--- config.mk ---
export PLATFORM = sky130hd
export DESIGN_NAME = dsl_top
export DESIGN_NICKNAME = d
export VERILOG_FILES = /design/src/rtl/dsl_pkg.sv /design/src/rtl/dsl_sync_if.sv /design/src/rtl/dsl_composite_sync_gen.sv /design/src/rtl/dsl_top.sv
export SDC_FILE = /design/constraint.sdc
export NUM_CORES = 1
export LEC_CHECK = 0
export ABC_CLOCK_PERIOD_IN_PS = 4500
export BUFFER_PORTS_ARGS = -buffer_cell sky130_fd_sc_hd__buf_2
export CAP_MARGIN = 20
export CORE_UTILIZATION = 50
export CTS_BUF_LIST = sky130_fd_sc_hd__clkbuf_8
export CTS_CLUSTER_DIAMETER = 30
export DETAILED_ROUTE_END_ITERATION = 10
export HOLD_SLACK_MARGIN = 0.1
export PLACE_DENSITY = 0.77
export SLEW_MARGIN = 10
export SYNTH_ARGS = -nofsm -noshare
export SYNTH_HDL_FRONTEND = slang
export SYNTH_HIERARCHICAL = 1
export SYNTH_SLANG_ARGS = --single-unit
export TNS_END_PERCENT = 5
--- constraint.sdc ---
create_clock -name clock -period 4.5 [get_ports clock]
set_clock_uncertainty 0.1 [all_clocks]
set_input_delay 0.675 -clock clock [delete_from_list [all_inputs] [get_ports clock]]
set_output_delay 0.675 -clock clock [all_outputs]
set_load 0.01 [all_outputs]
--- src/rtl/dsl_pkg.sv ---
// Shared constants and types for the display sync and layer control block
package dsl_pkg;
   // ----------------------------------------------------------------
   // Register port
   // ----------------------------------------------------------------
   localparam int ADDR_W = 9;
   localparam int DATA_W = 16;
   localparam logic [ADDR_W-1:0] DMC2_ADDR = 9'h056;
   localparam logic [DATA_W-1:0] DATA_ZERO = 16'h0000;
   localparam int BIT_PRI_HI = 11;
   localparam int BIT_ODD_POL = 8;
   localparam int BIT_CS_HI = 7;
   localparam int BIT_CS_LO = 6;
   localparam int BIT_PRI_LO = 5;
   localparam int BIT_FG_HIDE = 3;
   localparam int BIT_CUR2 = 2;

   // ----------------------------------------------------------------
   // Mode encodings
   // ----------------------------------------------------------------
   localparam logic [1:0] CS_XOR = 2'h0;
   localparam logic [1:0] CS_EQ3 = 2'h2;
   localparam logic [1:0] CS_EQ25 = 2'h3;
   localparam logic [1:0] TV_MASTER = 2'h0;
   localparam logic [1:0] PRI_CUR_TOP = 2'h0;
   localparam logic [1:0] PRI_CUR2_LOW = 2'h2;
   localparam logic [1:0] PRI_FG_TOP = 2'h3;

   // ----------------------------------------------------------------
   // Vertical sync interval, counted in half rasters
   // ----------------------------------------------------------------
   localparam int HALF_W = 5;
   localparam int DOT_W = 12;
   localparam logic [HALF_W-1:0] EQ3_START = 5'h00;
   localparam logic [HALF_W-1:0] SERR3_START = 5'h06;
   localparam logic [HALF_W-1:0] EQ3B_START = 5'h0c;
   localparam logic [HALF_W-1:0] EQ3_END = 5'h12;
   localparam logic [HALF_W-1:0] EQ25_START = 5'h01;
   localparam logic [HALF_W-1:0] SERR25_START = 5'h06;
   localparam logic [HALF_W-1:0] EQ25B_START = 5'h0b;
   localparam logic [HALF_W-1:0] EQ25_END = 5'h10;
   localparam logic [DOT_W-1:0] DOT_ONE = 12'h001;

   typedef enum logic [2:0] {
      LAYER_BG,
      LAYER_VIDEO,
      LAYER_FG,
      LAYER_CUR1,
      LAYER_CUR2
   } dsl_layer_t;
endpackage : dsl_pkg

--- src/rtl/dsl_sync_if.sv ---
// Carrier between the control top and the composite sync generator
`timescale 1ns/1ps
interface dsl_sync_if;
   logic [1:0] csMode;
   logic master;
   logic [dsl_pkg::DOT_W-1:0] rasterLen;
   logic [dsl_pkg::DOT_W-1:0] eqWidth;
   logic [dsl_pkg::DOT_W-1:0] serrWidth;
   logic hsyncN;
   logic vsyncN;
   logic csyncVal;
   modport gen (input csMode, master, rasterLen, eqWidth, serrWidth, hsyncN, vsyncN, output csyncVal);
   modport ctl (output csMode, master, rasterLen, eqWidth, serrWidth, hsyncN, vsyncN, input csyncVal);
endinterface : dsl_sync_if

--- src/rtl/dsl_composite_sync_gen.sv ---
// Composite sync waveform generator with equalizing and serration phases
`timescale 1ns/1ps
module dsl_composite_sync_gen (
   // Clock and reset
   input wire logic clock,
   input wire logic rst_n,
   input wire logic clkEn,
   // Settings and sync timing
   dsl_sync_if.gen sync
);
   logic vsyncPrev_ff;
   logic running_ff;
   logic [dsl_pkg::HALF_W-1:0] halfIdx_ff;
   logic [dsl_pkg::DOT_W-1:0] dot_ff;
   logic [dsl_pkg::DOT_W-1:0] halfLen;
   logic vsFall;
   logic eqLow;
   logic serrLow;

   function automatic logic inWin(input logic [dsl_pkg::HALF_W-1:0] idx,
                                  input logic [dsl_pkg::HALF_W-1:0] lo,
                                  input logic [dsl_pkg::HALF_W-1:0] hi);
      inWin = (idx >= lo) && (idx < hi);
   endfunction : inWin

   assign halfLen = sync.rasterLen >> 1;
   assign vsFall = vsyncPrev_ff & ~sync.vsyncN;
   assign eqLow = dot_ff < sync.eqWidth;
   // Serration stays low except its final high slot
   assign serrLow = (sync.serrWidth < halfLen) && (dot_ff < (halfLen - sync.serrWidth));

   always_ff @(posedge clock) begin
      if (!rst_n) begin
         vsyncPrev_ff <= 1'b1;
      end else if (clkEn) begin
         vsyncPrev_ff <= sync.vsyncN;
      end
   end

   // RQ15: Half raster count
   always_ff @(posedge clock) begin
      if (!rst_n) begin
         running_ff <= 1'b0;
         halfIdx_ff <= '0;
         dot_ff <= '0;
      end else if (clkEn) begin
         if (vsFall) begin
            running_ff <= 1'b1;
            halfIdx_ff <= '0;
            dot_ff <= '0;
         end else if (running_ff) begin
            if (dot_ff + dsl_pkg::DOT_ONE >= halfLen) begin
               dot_ff <= '0;
               if (halfIdx_ff == dsl_pkg::EQ3_END) begin
                  running_ff <= 1'b0;
               end else begin
                  halfIdx_ff <= halfIdx_ff + 5'h01;
               end
            end else begin
               dot_ff <= dot_ff + dsl_pkg::DOT_ONE;
            end
         end
      end
   end

   always_comb begin
      sync.csyncVal = sync.hsyncN;
      // RQ3: XOR of syncs
      if (!sync.master || sync.csMode[1] == 1'b0) begin
         sync.csyncVal = sync.vsyncN ^ sync.hsyncN;
      end else if (running_ff && sync.csMode == dsl_pkg::CS_EQ3) begin
         // RQ6: Three raster phases
         if (inWin(halfIdx_ff, dsl_pkg::EQ3_START, dsl_pkg::SERR3_START)) begin
            sync.csyncVal = ~eqLow;
         end else if (inWin(halfIdx_ff, dsl_pkg::SERR3_START, dsl_pkg::EQ3B_START)) begin
            sync.csyncVal = ~serrLow;
         end else if (inWin(halfIdx_ff, dsl_pkg::EQ3B_START, dsl_pkg::EQ3_END)) begin
            sync.csyncVal = ~eqLow;
         end
      end else if (running_ff) begin
         // RQ7: Offset half raster phases
         if (inWin(halfIdx_ff, dsl_pkg::EQ25_START, dsl_pkg::SERR25_START)) begin
            sync.csyncVal = ~eqLow;
         end else if (inWin(halfIdx_ff, dsl_pkg::SERR25_START, dsl_pkg::EQ25B_START)) begin
            sync.csyncVal = ~serrLow;
         end else if (inWin(halfIdx_ff, dsl_pkg::EQ25B_START, dsl_pkg::EQ25_END)) begin
            sync.csyncVal = ~eqLow;
         end
      end
   end

   a_eq3_pulse: assert property (@(posedge clock) disable iff (!rst_n) // RQ6
      (sync.master && sync.csMode == dsl_pkg::CS_EQ3 && running_ff && halfIdx_ff < dsl_pkg::SERR3_START && eqLow)
      |-> !sync.csyncVal)
      else $error("equalizing pulse missing in three raster mode");
   a_eq25_delay: assert property (@(posedge clock) disable iff (!rst_n) // RQ7
      (sync.master && sync.csMode == dsl_pkg::CS_EQ25 && running_ff && halfIdx_ff < dsl_pkg::EQ25_START)
      |-> sync.csyncVal == sync.hsyncN)
      else $error("first half raster must carry horizontal sync");
   a_count_start: assert property (@(posedge clock) disable iff (!rst_n) // RQ15
      (clkEn && vsFall) |=> (running_ff && halfIdx_ff == '0 && dot_ff == '0))
      else $error("half raster count not restarted at vertical sync fall");
endmodule : dsl_composite_sync_gen

--- src/rtl/dsl_top.sv ---
// Display sync and layer control: mode register, odd field, composite sync, layer select
//
// Overview of operation
// RQ1: Odd field flag low in first field when polarity 0, high when 1; the code holds it low whenever interlaceOn is low.
// RQ2: Composite sync mode field acts only when both TV mode bits are zero.
// RQ3: Mode 00 outputs XOR of active-low vertical and horizontal sync.
// RQ4: Software picks mode 00 while TV sync mode is active.
// RQ5: Software never writes composite sync mode 01.
// RQ6: Mode 10: three rasters equalizing, serration, equalizing from vertical sync fall.
// RQ7: Mode 11: after half raster, 2.5 rasters each of equalizing, serration, equalizing.
// RQ8: Software sets equalizing and serration widths before using modes 1x.
// RQ9: Priority field orders cursor, foreground, video and background planes.
// RQ10: Software writes zero to reserved bit 4.
// RQ11: Foreground hide bit set suppresses the foreground screen.
// RQ12: Cursor 2 enable bit shows or hides cursor 2.
// RQ13: Reset keeps composite sync mode bits and clears the rest.
// RQ14: Enabled cursor 2 always blinks between its two shapes.
// RQ15: Pulse phases counted in half rasters from vertical sync fall.
//
// Added by the designer: the strobed register port.
`timescale 1ns/1ps
module dsl_top (
   // Clock and reset
   input wire logic clock,
   input wire logic rst_n,
   input wire logic clkEn,
   // Register port
   input wire logic [dsl_pkg::ADDR_W-1:0] regAddr,
   input wire logic [dsl_pkg::DATA_W-1:0] regWrData,
   input wire logic regWr,
   input wire logic regRd,
   output logic [dsl_pkg::DATA_W-1:0] regRdData_ff,
   // Display timing, same clock
   input wire logic hsyncN,
   input wire logic vsyncN,
   input wire logic interlaceOn,
   input wire logic firstField,
   input wire logic tvModeHi,
   input wire logic tvModeLo,
   input wire logic [dsl_pkg::DOT_W-1:0] rasterLen,
   input wire logic [dsl_pkg::DOT_W-1:0] equalizingWidth,
   input wire logic [dsl_pkg::DOT_W-1:0] serrationWidth,
   // Plane presence at current pixel
   input wire logic cur1Present,
   input wire logic cur2ShapeA,
   input wire logic cur2ShapeB,
   input wire logic blinkPhase,
   input wire logic fgPresent,
   input wire logic videoPresent,
   // Display outputs
   output logic oddFieldFlag_ff,
   output logic compositeSyncN_ff,
   output dsl_pkg::dsl_layer_t layerSel_ff
);
   // ----------------------------------------------------------------
   // Register state
   // ----------------------------------------------------------------
   logic oddPol_ff;
   logic [1:0] csMode_ff;
   // Unknown until the first write, so the reset check skips the power-up value
   logic csKnown_ff;
   logic priHi_ff;
   logic priLo_ff;
   logic fgHide_ff;
   logic cur2Show_ff;
   logic [1:0] priCode;
   logic cur2Vis;
   logic [dsl_pkg::DATA_W-1:0] rdWord;
   logic hitReg;
   dsl_sync_if syncBus ();

   function automatic dsl_pkg::dsl_layer_t pickLayer(input logic [1:0] layer_priority_lo, input logic c1, input logic c2,
                                                     input logic fg, input logic vid);
      pickLayer = dsl_pkg::LAYER_BG;
      case (layer_priority_lo)
         dsl_pkg::PRI_CUR2_LOW: begin
            if (c1) pickLayer = dsl_pkg::LAYER_CUR1;
            else if (fg) pickLayer = dsl_pkg::LAYER_FG;
            else if (vid) pickLayer = dsl_pkg::LAYER_VIDEO;
            else if (c2) pickLayer = dsl_pkg::LAYER_CUR2;
         end
         dsl_pkg::PRI_FG_TOP: begin
            if (fg) pickLayer = dsl_pkg::LAYER_FG;
            else if (vid) pickLayer = dsl_pkg::LAYER_VIDEO;
            else if (c1) pickLayer = dsl_pkg::LAYER_CUR1;
            else if (c2) pickLayer = dsl_pkg::LAYER_CUR2;
         end
         default: begin
            // Prohibited code falls back to the cursor-on-top order
            if (c1) pickLayer = dsl_pkg::LAYER_CUR1;
            else if (c2) pickLayer = dsl_pkg::LAYER_CUR2;
            else if (fg) pickLayer = dsl_pkg::LAYER_FG;
            else if (vid) pickLayer = dsl_pkg::LAYER_VIDEO;
         end
      endcase
   endfunction : pickLayer

   assign hitReg = (regAddr == dsl_pkg::DMC2_ADDR);
   assign priCode = {priHi_ff, priLo_ff};

   // ----------------------------------------------------------------
   // Register writes
   // ----------------------------------------------------------------
   // RQ13: Cleared fields
   always_ff @(posedge clock) begin
      if (!rst_n) begin
         oddPol_ff <= 1'b0;
         priHi_ff <= 1'b0;
         priLo_ff <= 1'b0;
         fgHide_ff <= 1'b0;
         cur2Show_ff <= 1'b0;
      end else if (clkEn && regWr && hitReg) begin
         oddPol_ff <= regWrData[dsl_pkg::BIT_ODD_POL];
         priHi_ff <= regWrData[dsl_pkg::BIT_PRI_HI];
         priLo_ff <= regWrData[dsl_pkg::BIT_PRI_LO];
         fgHide_ff <= regWrData[dsl_pkg::BIT_FG_HIDE];
         cur2Show_ff <= regWrData[dsl_pkg::BIT_CUR2];
      end
   end

   // RQ13: Sync mode survives reset
   always_ff @(posedge clock) begin
      if (rst_n && clkEn && regWr && hitReg) begin
         csMode_ff <= {regWrData[dsl_pkg::BIT_CS_HI], regWrData[dsl_pkg::BIT_CS_LO]};
         csKnown_ff <= 1'b1;
      end
   end

   // ----------------------------------------------------------------
   // Register reads
   // ----------------------------------------------------------------
   always_comb begin
      rdWord = dsl_pkg::DATA_ZERO;
      rdWord[dsl_pkg::BIT_PRI_HI] = priHi_ff;
      rdWord[dsl_pkg::BIT_ODD_POL] = oddPol_ff;
      rdWord[dsl_pkg::BIT_CS_HI] = csMode_ff[1];
      rdWord[dsl_pkg::BIT_CS_LO] = csMode_ff[0];
      rdWord[dsl_pkg::BIT_PRI_LO] = priLo_ff;
      rdWord[dsl_pkg::BIT_FG_HIDE] = fgHide_ff;
      rdWord[dsl_pkg::BIT_CUR2] = cur2Show_ff;
   end

   always_ff @(posedge clock) begin
      if (!rst_n) begin
         regRdData_ff <= dsl_pkg::DATA_ZERO;
      end else if (clkEn) begin
         if (regRd && hitReg) begin
            regRdData_ff <= rdWord;
         end else begin
            regRdData_ff <= dsl_pkg::DATA_ZERO;
         end
      end
   end

   // ----------------------------------------------------------------
   // Odd field flag
   // ----------------------------------------------------------------
   // RQ1: Polarity select
   always_ff @(posedge clock) begin
      if (!rst_n) begin
         oddFieldFlag_ff <= 1'b0;
      end else if (clkEn) begin
         oddFieldFlag_ff <= interlaceOn & (firstField ~^ oddPol_ff);
      end
   end

   // ----------------------------------------------------------------
   // Composite sync
   // ----------------------------------------------------------------
   // RQ2: Master mode gate
   assign syncBus.master = ({tvModeHi, tvModeLo} == dsl_pkg::TV_MASTER);
   assign syncBus.csMode = csMode_ff;
   assign syncBus.rasterLen = rasterLen;
   assign syncBus.eqWidth = equalizingWidth;
   assign syncBus.serrWidth = serrationWidth;
   assign syncBus.hsyncN = hsyncN;
   assign syncBus.vsyncN = vsyncN;

   dsl_composite_sync_gen csyncGen (
      .clock(clock),
      .rst_n(rst_n),
      .clkEn(clkEn),
      .sync(syncBus.gen)
   );

   always_ff @(posedge clock) begin
      if (!rst_n) begin
         compositeSyncN_ff <= 1'b1;
      end else if (clkEn) begin
         compositeSyncN_ff <= syncBus.csyncVal;
      end
   end

   // ----------------------------------------------------------------
   // Layer selection
   // ----------------------------------------------------------------
   // RQ12: Cursor 2 enable
   // RQ14: Blink between shapes
   assign cur2Vis = cur2Show_ff & (blinkPhase ? cur2ShapeB : cur2ShapeA);

   // RQ9: Ordered plane pick
   always_ff @(posedge clock) begin
      if (!rst_n) begin
         layerSel_ff <= dsl_pkg::LAYER_BG;
      end else if (clkEn) begin
         // RQ11: Foreground hide
         layerSel_ff <= pickLayer(priCode, cur1Present, cur2Vis, fgPresent & ~fgHide_ff, videoPresent);
      end
   end

   // ----------------------------------------------------------------
   // Checks
   // ----------------------------------------------------------------
   a_odd_field_pol: assert property (@(posedge clock) disable iff (!rst_n) // RQ1
      (clkEn && interlaceOn && firstField) |=> (oddFieldFlag_ff == $past(oddPol_ff)))
      else $error("odd field flag polarity wrong in first field");
   a_composite_sync_slave: assert property (@(posedge clock) disable iff (!rst_n) // RQ2
      (clkEn && !syncBus.master) |=> (compositeSyncN_ff == $past(vsyncN ^ hsyncN)))
      else $error("composite sync must be XOR outside master mode");
   a_composite_sync_xor: assert property (@(posedge clock) disable iff (!rst_n) // RQ3
      (clkEn && csMode_ff == dsl_pkg::CS_XOR) |=> (compositeSyncN_ff == $past(vsyncN ^ hsyncN)))
      else $error("mode 00 composite sync is not the XOR of the syncs");
   a_fg_top_order: assert property (@(posedge clock) disable iff (!rst_n) // RQ9
      (clkEn && priCode == dsl_pkg::PRI_FG_TOP && fgPresent && !fgHide_ff)
      |=> layerSel_ff == dsl_pkg::LAYER_FG)
      else $error("foreground must win in foreground-top order");
   a_fg_hidden: assert property (@(posedge clock) disable iff (!rst_n) // RQ11
      (clkEn && fgHide_ff) |=> layerSel_ff != dsl_pkg::LAYER_FG)
      else $error("hidden foreground was selected");
   a_cur2_hidden: assert property (@(posedge clock) disable iff (!rst_n) // RQ12
      (clkEn && !cur2Show_ff) |=> layerSel_ff != dsl_pkg::LAYER_CUR2)
      else $error("disabled cursor 2 was selected");
   a_cur2_blink: assert property (@(posedge clock) disable iff (!rst_n) // RQ14
      (clkEn && cur2Show_ff && priCode == dsl_pkg::PRI_CUR_TOP && !cur1Present && blinkPhase && cur2ShapeB)
      |=> layerSel_ff == dsl_pkg::LAYER_CUR2)
      else $error("cursor 2 shape B not shown in its blink phase");
   a_reset_fields: assert property (@(posedge clock) // RQ13
      !rst_n |=> (!oddPol_ff && !priHi_ff && !priLo_ff && !fgHide_ff && !cur2Show_ff))
      else $error("reset must clear the non-sync fields");
   a_csmode_kept: assert property (@(posedge clock) // RQ13
      (!rst_n && csKnown_ff) |=> (csMode_ff == $past(csMode_ff)))
      else $error("reset must keep the sync mode bits");
endmodule : dsl_top

==> impl_metrics.py <==
metrics = {
    "sta": {
        "finalSetupTns_ns": 0,
        "fin_crit_ns": 4.10,
        "max-slew-margin-rel_pct": 49.6,
        "rsz0062_at_grt": "false",
        "hold_violations": 0,
        "final-setup-viol-count": 0,
        "max_freq_mhz": 244,
        "setup_ws_ns": 0.400,
        "fin_crit_sh_pct": 91.1,
        "worst_pin_slew_ns": 0.748,
        "drv_slew": 0,
    },
    "setup_path": {
        "worst_path_most_repeated_cell": "ha_1",
        "cp-start-kind": "input pin",
        "worstPathMaxFanout": 3,
        "crit_required_ns": 4.63,
        "crit_chain": "buf_2, inv_1, ha_1, nor2b_1, o31a_1, nor4_2, o311ai_1, o41ai_1, xnor2_1, ha_1, nand3_1, or4_1, a21oi_1, nor4_1, a31o_2, a211oi_1, mux2i_1, nand2_1",
        "path_delay_family": "compound AO/OA/AOI/OAI gates",
        "criticalPathCategory": "input pin to flop",
        "critical_path_arrival_ns": 4.23,
        "slowest_delay_ns": 0.41,
        "cp-end-kind": "flop",
        "path_buf_inv": 2,
        "crit_slowest_cell": "o41ai_1",
    },
    "clock_tree": {
        "clk_latency_ns": 0.30,
        "tritoncts": "built",
        "clock-root-buffer": "clkbuf_8",
        "cts_buffers": 5,
        "cts.sinks": 38,
        "htree_levels": 2,
        "ctsHoldBuffers": 0,
        "cts_setup_buffers": 0,
        "path_clk_slew_ns": 0.08,
        "clockBufferDepth": 2,
        "cts.repair.resized": 0,
    },
    "finish": {
        "n_antenna_cell": 0,
        "post-route-util_pct": 61.0,
        "fillers": 602,
        "fin_nets": 633,
        "layout-drive-gt1-share_pct": 20.1,
        "post_layout_nonfiller_instances": 584,
        "area.growth.synth_to_final_pct": 16.1,
        "multi_input_area_um2": 2350,
        "regArea_um2": 781,
    },
    "detailed_routing": {
        "drtIter0Drc": 133,
        "drtPass1Iterations": 7,
        "via_per_inst": 5.71,
        "antenna_left": 0,
        "drc_errors": 5,
        "num_vias": 3335,
        "wirelength_um": 8130,
        "wl_per_cell_um": 13.9,
    },
    "floorplanning": {
        "start_util_pct": 52.5,
        "fp.coreArea_um2": 6460,
        "die-area_um2": 7120,
        "dieHeight_um": 84.4,
        "io_pins": 99,
        "die_x_um": 84.4,
        "rows": 29,
    },
    "yosys": {
        "synth_compound_area_share_pct": 18.7,
        "synth_top_area_share_pct": 21.2,
        "ys_async_sr_fraction_pct": 0,
        "synth_cell_types": 61,
        "synth_seq_cells": 38,
        "synthMuxAreaShare_pct": 2.65,
        "synth-xor-area-share_pct": 5.16,
        "seq_area_frac_synth_pct": 23.0,
        "synth_edf_count": 2,
        "synth_simple_gate_area_share_pct": 23.6,
        "postSynthCellCount": 430,
        "synthesis.area_um2": 3390,
        "synth_fa_ha_area_share_pct": 18.3,
        "synth.area.top_cells": "dfxtp_1 (21%), ha_1 (18%), inv_1 (4.8%), nand2_1 (4.1%), a21oi_1 (4.0%)",
        "synth_top_family_by_area": "simple AND/OR/NAND/NOR gates",
        "avgSynthCellArea_um2": 7.89,
        "yosysTopAreaCell": "dfxtp_1",
        "ys.flop_type": "dfxtp_1",
        "ys_warn_count": 6,
    },
    "placed_design": {
        "dp.cells": 576,
        "place.port_buffers": 79,
        "gp_congestion": 0.826,
        "dpl_worst_slack_ns": 0.171,
        "dp_hpwl_um": 6440,
    },
    "grt": {
        "grt_pass1_wl_um": 13800,
        "track_usage_pct": 23.5,
        "grt_overflow": 0,
        "grt_max_degree": 26,
        "grt_pass1_vias": 3142,
        "antenna_found_initial": 0,
    },
    "run_status": {
        "violations": "design-rule violations",
        "status": "finished, violations left",
    },
    "pwr": {
        "power_w": 0.000901,
        "power_per_cell_area_nw_per_um2": 229,
        "peakVddDrop_mv": 0.148,
        "total_leakage_power_nw": 1.96,
    },
    "job": {
        "cap_violations": 0,
    },
    "worst_hold_path": {
        "hp-class": "flop to flop",
    },
}
-- worst paths after layout --
check / startpoint / depth (start not counted) / end / slack, ns
setup / recovery: serrationWidth[1] / 18 / compositeSyncN_ff / 0.40
hold / removal: csyncGen/vsyncPrev_ff / 2 / csyncGen/vsyncPrev_ff / 0.38
setup reg to reg: csyncGen/dot_ff[0] / 10 / csyncGen/dot_ff[6] / 1.63
hold reg to reg: csyncGen/vsyncPrev_ff / 2 / csyncGen/vsyncPrev_ff / 0.38
-- flip-flops by register name, summed over array words and instances, names as in the netlist, 2 cells and up --
| name | flops |
|---|---|
| layerSel_ff | 3 |
| csyncGen/halfIdx_ff | 5 |
| csMode_ff | 2 |
| csyncGen/dot_ff | 12 |
| regRdData_ff | 7 |
-- kinds of logic (layout without fill, tap and decap cells) --
family	count (synthesis)	in the layout
xor gates and xnor gates	20	20
and+or+nand+nor	152	152
DFF	38	38
AOI/OAI and AO/OA	98	98
adders and majority gates	49	49
other	1	9
buffers and inverters	63	132
muxes	9	9
-- cell usage in the layout, fill, tap and decap left out, types with 3 or more instances in the layout --
cell type / count
a21oi_1: 27
inv_1: 43
xnor2_1: 9
buf_2: 80
a211oi_1: 5
nor2b_1: 6
a21o_1: 5
o21ai_0: 24
nand3_1: 24
nor3_1: 12
a31oi_1: 4
o21a_1: 4
dfxtp_1: 36
nand2_1: 37
and3_1: 3
a22o_1: 7
conb_1: 9
xor2_1: 11
nand2b_1: 7
clkbuf_8: 5
nand4_1: 14
a211o_1: 3
nor2_1: 27
mux2i_1: 9
ha_1: 48
-- cell usage after synthesis (all sizes together) (3+ instances only) --
cell / n
a21oi: 27
nor2b: 6
xor2: 11
nor2: 28
buf: 14
a22o: 7
ha: 48
mux2i: 9
dfxtp: 36
nor3: 12
nand2b: 7
o21ai: 25
nand4: 15
a211o: 3
clkbuf: 6
o21a: 4
nand3: 26
nand2: 37
nor4: 4
a211oi: 5
and3: 3
xnor2: 9
inv: 43
a21o: 5
a31oi: 4
-- layer usage --
metal | part of all wire (%) | vias up | GRT usage [%]
met4 | 0.57 | 0 | 4.93
met2 | 49 | 93 | 43.3
met5 | 0 | - | 0
met1 | 45 | 1559 | 29.1
met3 | 4.6 | 6 | 3.44
li1 | - | 1677 | -
-- layout make-up --
type	count	share of cell area, %
clock inverter	3	1.75
sequential	38	19.8
multi-input combinational	337	59.8
clock buffer	5	1.75
timing repair buffer	81	10.4
inverter	43	4.10
tap	77	2.45
-- power breakdown --
group | switching [W] | internal (W) | total [W]
combinational | 0.000109 | 0.0000871 | 0.000196
clock | 0.000135 | 0.000222 | 0.000357
sequential | 0.00000478 | 0.000343 | 0.000348
-- tightest hold or removal path: stages, from the launching register on --
cell	delay (ns)
dfxtp_1	0.33
mux2i_1	0.06
nand2_1	0.06
-- metrics by stage --
stage | instance area [um2] | hold WS [ns]
2_1_floorplan | 3420 | 0.334
3_5_place_dp | 3800 | 0.361
5_1_grt | 3940 | 0.400
6_report | 3940 | 0.375
4_1_cts | 3940 | 0.379
3_3_place_gp | 3800 | 0.349
Power figures use the tool's default switching activity.
